## src/shared/hdgc_pkg.sv

```systemverilog
// Shared constants and helpers for the health data general command link
`default_nettype none
package hdgc_pkg;
    localparam logic [5:0] GEN_CMD_CODE = 6'h38;
    localparam int ARG_DIR_BIT = 0;
    localparam int ARG_IDX_LSB = 1;
    localparam int ARG_A1_LSB = 8;
    localparam int ARG_A2_LSB = 16;
    localparam int ARG_A3_LSB = 24;
    localparam logic DIR_READ = 1'b1;
    localparam logic DIR_WRITE = 1'b0;
    localparam logic [6:0] IDX_GET = 7'h10;
    localparam logic [6:0] IDX_PRELOAD = 7'h08;
    localparam int BLOCK_BYTES = 512;
    localparam logic [8:0] LAST_BYTE = 9'h1FF;
    localparam logic [7:0] RSV_BYTE = 8'h00;
    localparam int OFS_FLASH_ID = 0;
    localparam int OFS_IC_VER = 9;
    localparam int OFS_FW_VER = 11;
    localparam int OFS_CE_NUM = 14;
    localparam int OFS_REPL_MAX = 16;
    localparam int OFS_BAD_DIE = 32;
    localparam int OFS_GOOD_RATE = 64;
    localparam int OFS_ERASE_TOTAL = 80;
    localparam int OFS_REMAIN_LIFE = 96;
    localparam int OFS_AVG_LO = 98;
    localparam int OFS_MIN_LO = 100;
    localparam int OFS_MAX_LO = 102;
    localparam int OFS_AVG_HI = 104;
    localparam int OFS_MIN_HI = 106;
    localparam int OFS_MAX_HI = 108;
    localparam int OFS_POWER_UP = 112;
    localparam int OFS_REFRESH = 160;
    localparam int IMAGE_BYTES = 216;
    localparam logic [IMAGE_BYTES*8-1:0] IMAGE_RESET = '0;

    function automatic logic [31:0] hdgc_make_arg(input logic dir, input logic [6:0] idx);
        hdgc_make_arg = {24'h000000, idx, dir};
    endfunction

    function automatic logic [6:0] hdgc_arg_idx(input logic [31:0] arg);
        hdgc_arg_idx = arg[ARG_IDX_LSB +: 7];
    endfunction
endpackage
`default_nettype wire

```

## src/shared/hdgc_link_if.sv

```systemverilog
// Link between host controller end and card end of the general command path
`timescale 1ns/100ps
`default_nettype none
interface hdgc_link_if;
    logic cmd_valid;
    logic cmd_ready;
    logic [5:0] cmd_code;
    logic [31:0] cmd_arg;
    logic rsp_valid;
    logic rsp_illegal;
    logic wr_valid;
    logic wr_ready;
    logic [7:0] wr_data;
    logic rd_valid;
    logic rd_ready;
    logic [7:0] rd_data;
    logic rd_last;

    modport dev (
        input cmd_valid, cmd_code, cmd_arg, wr_valid, wr_data, rd_ready,
        output cmd_ready, rsp_valid, rsp_illegal, wr_ready, rd_valid, rd_data, rd_last
    );
    modport host (
        output cmd_valid, cmd_code, cmd_arg, wr_valid, wr_data, rd_ready,
        input cmd_ready, rsp_valid, rsp_illegal, wr_ready, rd_valid, rd_data, rd_last
    );
endinterface
`default_nettype wire

```

## src/rtl/hdgc_device.sv

```systemverilog
// Card end: decodes the general command and serves the health data block
`timescale 1ns/100ps
`default_nettype none
module hdgc_device
    import hdgc_pkg::*;
(
    input wire logic core_clk, // System clock
    input wire logic rst, // Synchronous reset
    hdgc_link_if.dev link, // Link to host end
    input wire logic [71:0] flash_id, // Flash identity
    input wire logic [15:0] ic_version, // Controller version
    input wire logic [15:0] fw_version, // Firmware version
    input wire logic [7:0] ce_count, // Chip-enable count
    input wire logic [15:0] replace_max, // Maximum replacement blocks
    input wire logic [255:0] bad_per_die, // Bad block count per die
    input wire logic [15:0] good_rate, // Good block rate percent
    input wire logic [31:0] erase_total, // Total erase count
    input wire logic [15:0] remain_life, // Remaining endurance percent
    input wire logic [15:0] erase_avg_lo, // Average erase count low
    input wire logic [15:0] erase_min_lo, // Minimum erase count low
    input wire logic [15:0] erase_max_lo, // Maximum erase count low
    input wire logic [15:0] erase_avg_hi, // Average erase count high
    input wire logic [15:0] erase_min_hi, // Minimum erase count high
    input wire logic [15:0] erase_max_hi, // Maximum erase count high
    input wire logic [31:0] power_up_count, // Power-up count
    input wire logic [15:0] refresh_total, // Total refresh count
    output logic armed, // Health block has been pre-loaded
    output logic [7:0] func_arg1, // Last accepted argument 1
    output logic [7:0] func_arg2, // Last accepted argument 2
    output logic [7:0] func_arg3, // Last accepted argument 3
    output logic preload_done, // Pulse: pre-load block completed
    output logic get_done, // Pulse: health block fully sent
    output logic illegal_seen // Pulse: command rejected
);
    typedef enum logic [1:0] {DV_IDLE, DV_WR, DV_RD} hdgc_dev_state_t;

    hdgc_dev_state_t state;
    logic [8:0] cnt;
    logic [IMAGE_BYTES*8-1:0] image;
    logic [IMAGE_BYTES*8-1:0] next_image;
    logic take;
    logic arg_dir;
    logic [6:0] arg_idx;
    logic is_preload;
    logic is_get;
    logic accept_get;
    logic wr_fire;
    logic rd_fire;

    function automatic logic [7:0] img_byte(input logic [IMAGE_BYTES*8-1:0] img,
                                            input logic [8:0] idx);
        if (idx < 9'(IMAGE_BYTES)) begin
            img_byte = img[idx*8 +: 8];
        end else begin
            img_byte = RSV_BYTE;
        end
    endfunction

    // Field layout of the returned block, multi-byte fields low byte first
    always_comb begin
        next_image = IMAGE_RESET;
        next_image[OFS_FLASH_ID*8 +: 72] = flash_id;
        next_image[OFS_IC_VER*8 +: 16] = ic_version;
        next_image[OFS_FW_VER*8 +: 16] = fw_version;
        next_image[OFS_CE_NUM*8 +: 8] = ce_count;
        next_image[OFS_REPL_MAX*8 +: 16] = replace_max;
        next_image[OFS_BAD_DIE*8 +: 256] = bad_per_die;
        next_image[OFS_GOOD_RATE*8 +: 16] = good_rate;
        next_image[OFS_ERASE_TOTAL*8 +: 32] = erase_total;
        next_image[OFS_REMAIN_LIFE*8 +: 16] = remain_life;
        next_image[OFS_AVG_LO*8 +: 16] = erase_avg_lo;
        next_image[OFS_MIN_LO*8 +: 16] = erase_min_lo;
        next_image[OFS_MAX_LO*8 +: 16] = erase_max_lo;
        next_image[OFS_AVG_HI*8 +: 16] = erase_avg_hi;
        next_image[OFS_MIN_HI*8 +: 16] = erase_min_hi;
        next_image[OFS_MAX_HI*8 +: 16] = erase_max_hi;
        next_image[OFS_POWER_UP*8 +: 32] = power_up_count;
        next_image[OFS_REFRESH*8 +: 16] = refresh_total;
    end

    assign link.cmd_ready = (state == DV_IDLE);
    assign take = link.cmd_valid && link.cmd_ready;
    assign arg_dir = link.cmd_arg[ARG_DIR_BIT];
    assign arg_idx = hdgc_arg_idx(link.cmd_arg);
    assign is_preload = (link.cmd_code == GEN_CMD_CODE) && (arg_dir == DIR_WRITE)
        && (arg_idx == IDX_PRELOAD);
    assign is_get = (link.cmd_code == GEN_CMD_CODE) && (arg_dir == DIR_READ)
        && (arg_idx == IDX_GET);
    // A get before any pre-load has nothing prepared to return
    assign accept_get = is_get && armed;
    assign link.wr_ready = (state == DV_WR);
    assign link.rd_valid = (state == DV_RD);
    assign link.rd_last = (state == DV_RD) && (cnt == LAST_BYTE);
    assign wr_fire = link.wr_valid && link.wr_ready;
    assign rd_fire = link.rd_valid && link.rd_ready;

    always_ff @(posedge core_clk) begin
        if (rst) begin
            state <= DV_IDLE;
        end else begin
            case (state)
                DV_IDLE: begin
                    if (take && is_preload) begin
                        state <= DV_WR;
                    end else if (take && accept_get) begin
                        state <= DV_RD;
                    end
                end
                DV_WR: begin
                    if (wr_fire && cnt == LAST_BYTE) begin
                        state <= DV_IDLE;
                    end
                end
                DV_RD: begin
                    if (rd_fire && cnt == LAST_BYTE) begin
                        state <= DV_IDLE;
                    end
                end
                default: begin
                    state <= DV_IDLE;
                end
            endcase
        end
    end

    // Response follows every taken command by one cycle
    always_ff @(posedge core_clk) begin
        if (rst) begin
            link.rsp_valid <= 1'b0;
            link.rsp_illegal <= 1'b0;
            illegal_seen <= 1'b0;
        end else begin
            link.rsp_valid <= take;
            link.rsp_illegal <= take && !(is_preload || accept_get);
            illegal_seen <= take && !(is_preload || accept_get);
        end
    end

    always_ff @(posedge core_clk) begin
        if (rst) begin
            func_arg1 <= 8'h00;
            func_arg2 <= 8'h00;
            func_arg3 <= 8'h00;
        end else if (take && (is_preload || accept_get)) begin
            func_arg1 <= link.cmd_arg[ARG_A1_LSB +: 8];
            func_arg2 <= link.cmd_arg[ARG_A2_LSB +: 8];
            func_arg3 <= link.cmd_arg[ARG_A3_LSB +: 8];
        end
    end

    always_ff @(posedge core_clk) begin
        if (rst) begin
            cnt <= 9'h000;
        end else if (take) begin
            cnt <= 9'h000;
        end else if (wr_fire || rd_fire) begin
            cnt <= cnt + 9'h001;
        end
    end

    // Pre-load data is reserved and discarded; the snapshot is taken at block end
    always_ff @(posedge core_clk) begin
        if (rst) begin
            image <= IMAGE_RESET;
            armed <= 1'b0;
            preload_done <= 1'b0;
        end else begin
            preload_done <= 1'b0;
            if (state == DV_WR && wr_fire && cnt == LAST_BYTE) begin
                image <= next_image;
                armed <= 1'b1;
                preload_done <= 1'b1;
            end
        end
    end

    always_ff @(posedge core_clk) begin
        if (rst) begin
            link.rd_data <= 8'h00;
            get_done <= 1'b0;
        end else begin
            get_done <= rd_fire && (cnt == LAST_BYTE);
            if (take && accept_get) begin
                link.rd_data <= img_byte(image, 9'h000);
            end else if (rd_fire && cnt != LAST_BYTE) begin
                link.rd_data <= img_byte(image, cnt + 9'h001);
            end
        end
    end
endmodule
`default_nettype wire

```

## src/flat_wrapper.sv

```systemverilog
// flat-port wrapper written by rule: the top's interface ports become plain ports
module hdgc_device_flat import hdgc_pkg::*;
  (core_clk, rst, flash_id, ic_version, fw_version, ce_count, replace_max, bad_per_die, good_rate, erase_total, remain_life, erase_avg_lo, erase_min_lo, erase_max_lo, erase_avg_hi, erase_min_hi, erase_max_hi, power_up_count, refresh_total, armed, func_arg1, func_arg2, func_arg3, preload_done, get_done, illegal_seen, link_cmd_valid, link_cmd_code, link_cmd_arg, link_wr_valid, link_wr_data, link_rd_ready, link_cmd_ready, link_rsp_valid, link_rsp_illegal, link_wr_ready, link_rd_valid, link_rd_data, link_rd_last);
  hdgc_link_if link_i ();
  input wire logic core_clk;
  input wire logic rst;
  input wire logic [71:0] flash_id;
  input wire logic [15:0] ic_version;
  input wire logic [15:0] fw_version;
  input wire logic [7:0] ce_count;
  input wire logic [15:0] replace_max;
  input wire logic [255:0] bad_per_die;
  input wire logic [15:0] good_rate;
  input wire logic [31:0] erase_total;
  input wire logic [15:0] remain_life;
  input wire logic [15:0] erase_avg_lo;
  input wire logic [15:0] erase_min_lo;
  input wire logic [15:0] erase_max_lo;
  input wire logic [15:0] erase_avg_hi;
  input wire logic [15:0] erase_min_hi;
  input wire logic [15:0] erase_max_hi;
  input wire logic [31:0] power_up_count;
  input wire logic [15:0] refresh_total;
  output logic armed;
  output logic [7:0] func_arg1;
  output logic [7:0] func_arg2;
  output logic [7:0] func_arg3;
  output logic preload_done;
  output logic get_done;
  output logic illegal_seen;
  input wire logic [$bits(link_i.cmd_valid)-1:0] link_cmd_valid;
  input wire logic [$bits(link_i.cmd_code)-1:0] link_cmd_code;
  input wire logic [$bits(link_i.cmd_arg)-1:0] link_cmd_arg;
  input wire logic [$bits(link_i.wr_valid)-1:0] link_wr_valid;
  input wire logic [$bits(link_i.wr_data)-1:0] link_wr_data;
  input wire logic [$bits(link_i.rd_ready)-1:0] link_rd_ready;
  output wire logic [$bits(link_i.cmd_ready)-1:0] link_cmd_ready;
  output wire logic [$bits(link_i.rsp_valid)-1:0] link_rsp_valid;
  output wire logic [$bits(link_i.rsp_illegal)-1:0] link_rsp_illegal;
  output wire logic [$bits(link_i.wr_ready)-1:0] link_wr_ready;
  output wire logic [$bits(link_i.rd_valid)-1:0] link_rd_valid;
  output wire logic [$bits(link_i.rd_data)-1:0] link_rd_data;
  output wire logic [$bits(link_i.rd_last)-1:0] link_rd_last;
  assign link_i.cmd_valid = link_cmd_valid;
  assign link_i.cmd_code = link_cmd_code;
  assign link_i.cmd_arg = link_cmd_arg;
  assign link_i.wr_valid = link_wr_valid;
  assign link_i.wr_data = link_wr_data;
  assign link_i.rd_ready = link_rd_ready;
  assign link_cmd_ready = link_i.cmd_ready;
  assign link_rsp_valid = link_i.rsp_valid;
  assign link_rsp_illegal = link_i.rsp_illegal;
  assign link_wr_ready = link_i.wr_ready;
  assign link_rd_valid = link_i.rd_valid;
  assign link_rd_data = link_i.rd_data;
  assign link_rd_last = link_i.rd_last;
  hdgc_device u_core (.core_clk(core_clk), .rst(rst), .link(link_i), .flash_id(flash_id), .ic_version(ic_version), .fw_version(fw_version), .ce_count(ce_count), .replace_max(replace_max), .bad_per_die(bad_per_die), .good_rate(good_rate), .erase_total(erase_total), .remain_life(remain_life), .erase_avg_lo(erase_avg_lo), .erase_min_lo(erase_min_lo), .erase_max_lo(erase_max_lo), .erase_avg_hi(erase_avg_hi), .erase_min_hi(erase_min_hi), .erase_max_hi(erase_max_hi), .power_up_count(power_up_count), .refresh_total(refresh_total), .armed(armed), .func_arg1(func_arg1), .func_arg2(func_arg2), .func_arg3(func_arg3), .preload_done(preload_done), .get_done(get_done), .illegal_seen(illegal_seen));
endmodule
```

## config.mk

```make
export PLATFORM = sky130hd
export DESIGN_NAME = hdgc_device_flat
export DESIGN_NICKNAME = d
export VERILOG_FILES = /design/src/shared/hdgc_pkg.sv /design/src/shared/hdgc_link_if.sv /design/src/rtl/hdgc_device.sv /design/src/flat_wrapper.sv
export SDC_FILE = /design/constraint.sdc
export NUM_CORES = 2
export LEC_CHECK = 0
export BUFFER_PORTS_ARGS = -buffer_cell sky130_fd_sc_hd__buf_4
export CELL_PAD_IN_SITES_DETAIL_PLACEMENT = 0
export CELL_PAD_IN_SITES_GLOBAL_PLACEMENT = 1
export CORE_MARGIN = 4
export CORE_UTILIZATION = 30
export CTS_CLUSTER_DIAMETER = 150
export DETAILED_ROUTE_END_ITERATION = 6
export PLACE_DENSITY = 0.61
export SETUP_SLACK_MARGIN = 0.15
export SLEW_MARGIN = 20
export SYNTH_ARGS = -nofsm -noshare
export SYNTH_HDL_FRONTEND = slang
export SYNTH_SLANG_ARGS = --single-unit
```

## constraint.sdc

```tcl
create_clock -name core_clk -period 3.1 [get_ports core_clk]
set_clock_uncertainty 0.15 [all_clocks]
set_input_delay 0.155 -clock core_clk [delete_from_list [all_inputs] [get_ports core_clk]]
set_output_delay 0.155 -clock core_clk [all_outputs]
set_load 0.01 [all_outputs]
```

==> Yosys cells after proc, flatten, opt, wreduce, memory -nomap -nowiden <==
Index checks and enable logic that the tools add are counted.
{ "classes": {"addsub": 1, "magnitude_cmp": 1, "eq_ne": 10, "n_shift": 1, "mux": 9, "n_bitwise": 1, "reduce_logical": 25} }
{ "op_table": {"columns": ["operator", "n"], "rows": [
  ["1728-bit by 13-bit indexed part select with 8-bit output", 1],
  ["8-bit two-way mux", 3],
  ["1-bit logical AND", 18],
  ["9-bit by 1-bit adder with 9-bit output (second input constant)", 1],
  ["9-bit == test (second input constant)", 1],
  ["9-bit by 8-bit less-than comparator with 1-bit output (second input constant)", 1],
  ["9-bit != test (second input constant)", 1],
  ["2-bit two-way mux", 4],
  ["7-bit by 4-bit == test with 1-bit output (second input constant)", 1],
  ["7-bit by 5-bit == test with 1-bit output (second input constant)", 1],
  ["6-bit == test (second input constant)", 1],
  ["2-bit case mux with 3 select lines", 1],
  ["2-bit != test (second input constant)", 2],
  ["3-bit != test (second input constant)", 1],
  ["3-bit AND reduction", 1],
  ["2-bit by 1-bit == test with 1-bit output (second input constant)", 1],
  ["2-bit == test (second input constant)", 1],
  ["2-bit logical NOT", 1],
  ["1-bit logical OR", 2],
  ["2-bit nonzero test", 1],
  ["2-bit OR reduction", 1],
  ["1-bit logical NOT", 1],
  ["1-bit two-way mux", 1],
  ["1-bit NOT", 1]
]} }
{ "word_totals": {"regBits": 640, "input_bits": 643, "output_inout_bits": 42, "wordCells": 60} }

==> Depth between registers and ports, before layout <==
{ "depth": {"depth_word": 8, "depth_mapped": 12, "ltp_nobuf": 10} }

==> Worst setup path after synthesis <==
OpenSTA, ideal clock, no wires.
{ "synth_path": {"path_type": "register -> register", "start": "register u_core.cnt[0]", "end": "register u_core.link.rd_data[0]", "setup_ns": 0.131, "t_arrival_ns": 2.535, "required_time_ns": 2.819, "slack_ns": 0.283, "stages_incl_launch_ff": 12, "n_path_buf": 5, "synth_period_minus_slack_ns": 2.817, "path_cell_list": "dfxtp_1 -> ha_1 -> buf_6 -> buf_6 -> buf_6 -> buf_6 -> buf_4 -> mux4_2 -> nand2_1 -> nand3_1 -> a311oi_1 -> a21oi_1"} }
{ "synth_between": {"elab_chain_len": 5, "word_cells_on_any_way": 9} }
{ "synth_rtl": {"columns": ["element", "line", "source"], "rows": [
  ["from (decl)", "hdgc_device.sv:38", "logic [8:0] cnt;"],
  ["from (signal assigned)", "hdgc_device.sv:157", "cnt <= cnt + 9'h001;"],
  ["9-bit by 1-bit adder with 9-bit output", "hdgc_device.sv:186", "link.rd_data <= img_byte(image, cnt + 9'h001);"],
  ["1728-bit by 13-bit indexed part select with 8-bit output or 9-bit by 8-bit less-than comparator with 1-bit output (tied branches)", "hdgc_device.sv:53, hdgc_device.sv:52", null],
  ["8-bit two-way mux", "hdgc_device.sv:52", "if (idx < 9'(IMAGE_BYTES)) begin"],
  ["8-bit two-way mux", "hdgc_device.sv:185", "end else if (rd_fire && cnt != LAST_BYTE) begin"],
  ["8-bit two-way mux", "hdgc_device.sv:183", "if (take && accept_get) begin"],
  ["to (signal assigned)", "hdgc_device.sv:184", "link.rd_data <= img_byte(image, 9'h000);"],
  ["to (signal assigned)", "hdgc_device.sv:186", null],
  ["to (decl)", "hdgc_link_if.sv:21", "output cmd_ready, rsp_valid, rsp_illegal, wr_ready, rd_valid, rd_data, rd_last"]
]} }
Several ways; a longest one is shown, not always the timed one. The select of a mux whose other input is x is not followed.
A chain may end at the register's enable or synchronous reset.

==> Worst setup path after layout <==
{ "layout_path": {"start": "register u_core.cnt[0]", "end": "register u_core.link.rd_data[2]"} }
Same word-level chain as after synthesis.

==> flow_metrics.env <==
export IMPL_cts_tree="yes"
export IMPL_cts_buffers=73
export IMPL_layout_common_cells="nand2_1 (1263), buf_4 (769), dfxtp_1 (639)"
export IMPL_status="completed"
export IMPL_cp_common_cell="a21oi_1"
export IMPL_clk_pin_slew_worst_paths_ns=0.06
export IMPL_path_max_fanout=13
export IMPL_grt_pass1_wl_um=172000
export IMPL_fp_dieH_um=310
export IMPL_portBuffers=676
export IMPL_worst_slack_ns=0.202
export IMPL_tightest_slew_ns=0.761
export IMPL_place_congestion=0.793
export IMPL_powerDensity_mw_per_mm2=424
export IMPL_cp_num_buf_inv=2
export IMPL_rsz0062_at_grt="true"
export IMPL_vias=27736
export IMPL_core_mm2=0.0901
export IMPL_fin_cells=5742
export IMPL_finalCritPeriodShare=0.935
export IMPL_arrival_ns=3.22
export IMPL_h_tree_depth=3
export IMPL_clockRootBuffer="clkbuf_16"
export IMPL_hpwl_um=85600
export IMPL_die_w_um=310
export IMPL_ir_drop_mv=0.394
export IMPL_fin_area_mm2=0.0431
export IMPL_firstDrtPassIters=5
export IMPL_synthDistinctLibCells=65
export IMPL_layout_commonest_cell="nand2_1"
export IMPL_track_usage=0.238
export IMPL_seq_area_frac_synth=0.469
export IMPL_critical_path_class="reg -> reg"
export IMPL_critPathLaunchType="flip-flop"
export IMPL_clock_latency_ns=0.60
export IMPL_maxCapViolations=0
export IMPL_postPlaceCellArea_mm2=0.0341
export IMPL_wl_per_cell_um=20.9
export IMPL_avgSynthCellArea_um2=8.38
export IMPL_cts_sinks=640
export IMPL_gr_total_overflow=0
export IMPL_synth_area_mm2=0.0273
export IMPL_initialDrtViolationCount=1697
export IMPL_antenna_left=0
export IMPL_placed_cells=4950
export IMPL_layout_drive_gt1_share=0.245
export IMPL_start_util=0.303
export IMPL_worstPathCellList="ha_4, buf_12, buf_16, mux4_2, nand2_1, a21oi_1, or4_1, o311ai_2, a21oi_1"
export IMPL_fin_util=0.478
export IMPL_wirelength_um=120000
export IMPL_hold_class="in -> reg"
export IMPL_path_delay_family="simple AND/OR/NAND/NOR gates"
export IMPL_async_reset_ff_frac=0
export IMPL_grt_max_degree=119
export IMPL_antenna_found_initial=6
export IMPL_cp_slowest_cell="mux4_2"
export IMPL_core_rowCount=110
export IMPL_pin_count=685
export IMPL_place_ws_ns=-0.128
export IMPL_yosys_warnings=0
export IMPL_drc=0
export IMPL_viasPerCell=4.83
export IMPL_syn_inst=3255
export IMPL_worst_slew_margin_rel=0.489
export IMPL_endpoint_kind="flip-flop"
export IMPL_setup_viol=0
export IMPL_synth_ff_type="dfxtp_1"
export IMPL_area_growth_pct=58.1
export IMPL_cpPeakStageDelay_ns=0.55
export IMPL_fill_cells=8810
export IMPL_cp_required_ns=3.42
export IMPL_ys_ff_latch=640
export IMPL_synth_nets=3900
export IMPL_clock_fmax_mhz=345
export IMPL_nets=5151
export IMPL_hold_viol=0
export IMPL_grt_pass1_vias=28244
export IMPL_finalCriticalPeriod_ns=2.90
export IMPL_leakagePower_nw=15.7
export IMPL_die_area_mm2=0.0959
export IMPL_synth_edff_count=0
export IMPL_slew_viol_final=0
export IMPL_clockBufferDepth=3
==> routing by layer <==
layer  track usage  wire length, um
met2         0.416            58900
met4         0.117             6130
met3        0.0347             5610
met1         0.289            49200
met5             0                9
==> worst reg2reg max path: stages (launching register included) <==
cell and delay, ns:
dfxtp_4 0.38, ha_4 0.33, buf_12 0.18, buf_16 0.19, mux4_2 0.57, nand2_1 0.09
a21oi_1 0.09, or4_1 0.54, o311ai_2 0.14, a21oi_1 0.12
==> registers in the layout (all words and copies together) (netlist names) <==
| name | cells |
|---|---|
| u_core.image | 592 |
| u_core.cnt | 9 |
| u_core.func_arg1 | 8 |
| u_core.func_arg2 | 8 |
| u_core.func_arg3 | 8 |
| u_core.link.rd_data | 8 |
| u_core.state | 2 |
| u_core.armed | 1 |
| u_core.get_done | 1 |
| u_core.link.rsp_illegal | 1 |
| u_core.link.rsp_valid | 1 |
| u_core.preload_done | 1 |
==> report_power, final <==
part | switching (mW) | total (mW) | internal (mW)
clock | 3.52 | 8.52 | 4.99
combinational | 0.493 | 1.54 | 1.05
sequential | 0.00113 | 8.23 | 8.22
total | 4.02 | 18.3 | 14.3
==> metrics by stage <==
stage / hold slack [ns] / power, mW / TNS [ns]
5_1_grt: 0.179 / 18.9 / 0
3_3_place_gp: 0.243 / 9.27 / -0.112
6_report: 0.130 / 18.3 / 0
2_1_floorplan: 0.141 / 8.53 / 0
4_1_cts: 0.0708 / 18.5 / 0
3_5_place_dp: 0.252 / 9.28 / -0.215
==> cell usage after synthesis, types with 2 or more instances <==
library cell  count  share of area
nor4b_1           2        0.00064
dfxtp_1         640           0.47
mux2i_1          63          0.023
a221oi_1          7         0.0022
a22oi_1           6         0.0017
ha_1              2        0.00092
or4_1             4         0.0011
a211oi_1         10         0.0028
buf_4            11         0.0030
o21ai_0          27         0.0050
a32oi_1           2        0.00064
buf_6             8         0.0033
xnor2_1           5         0.0016
buf_2            29         0.0053
xor2_1           10         0.0032
buf_1             4        0.00055
nand2_1        1263           0.17
clkbuf_1        211          0.029
a221o_1           4         0.0015
and3_1            7         0.0016
mux2_2           15         0.0062
nand3_1          17         0.0031
nor4_1            2        0.00046
o41ai_1           2        0.00064
mux4_2          134           0.11
a31oi_1           7         0.0016
nand2b_1          4        0.00092
o311ai_0          3        0.00096
a311oi_1          5         0.0016
nor3_1           20         0.0037
nor2b_1           3        0.00069
o22ai_1          10         0.0023
nor2_1           55         0.0076
xnor2_4           2         0.0020
a2111oi_0         4         0.0013
o21bai_1          2        0.00055
a21oi_1         627           0.11
==> cell type report <==
class                           count  area (um2)  share of cell area
Multi-Input combinational cell   2349       13600               0.314
Timing Repair Buffer             1442       13000               0.300
Sequential cell                   640       12800               0.297
Clock buffer                      117        2180              0.0506
Tap cell                         1176        1470              0.0341
Clock inverter                     12         131             0.00305
Antenna cell                        6        15.0            0.000348
==> repair_timing <==
action                                  in CTS  in global routing
hold buffers                               629                  0
gates resized for setup                     18                 25
pin swaps                                    2                  5
gates cloned                                 1                  0
hold endpoints to repair                   622                  0
endpoints found under the setup margin       8                 69
buffers inserted                             4                 23
==> worst paths after layout <==
check | startpoint | endpoint | slack, ns | depth (start not counted)
worst max-delay path | u_core.cnt[0]$_SDFFE_PP0P_ | u_core.link.rd_data[2]$_SDFFE_PP0P_ | 0.20 | 9
worst min-delay path | link_cmd_arg[4] | u_core.state[1]$_SDFFE_PP0P_ | 0.13 | 6
worst max register to register | u_core.cnt[0]$_SDFFE_PP0P_ | u_core.link.rd_data[2]$_SDFFE_PP0P_ | 0.20 | 9
worst min register to register | u_core.image[878]$_SDFFE_PP0P_ | u_core.image[878]$_SDFFE_PP0P_ | 0.30 | 2
==> kinds of logic (layout without fill, tap and decap cells) <==
family	after synthesis	after routing	share of synthesized area
XOR/XNOR	19	19	0.00844
AND/OR/NAND/NOR	1391	1391	0.198
flip-flops	640	640	0.469
buffers and inverters	266	1571	0.0428
adder cells (fa/ha/maj)	2	2	0.000917
multiplexers	212	212	0.140
other	0	6	0
AO/OA/AOI/OAI	725	725	0.141
Note: power is estimated with default switching activity, not from simulation.
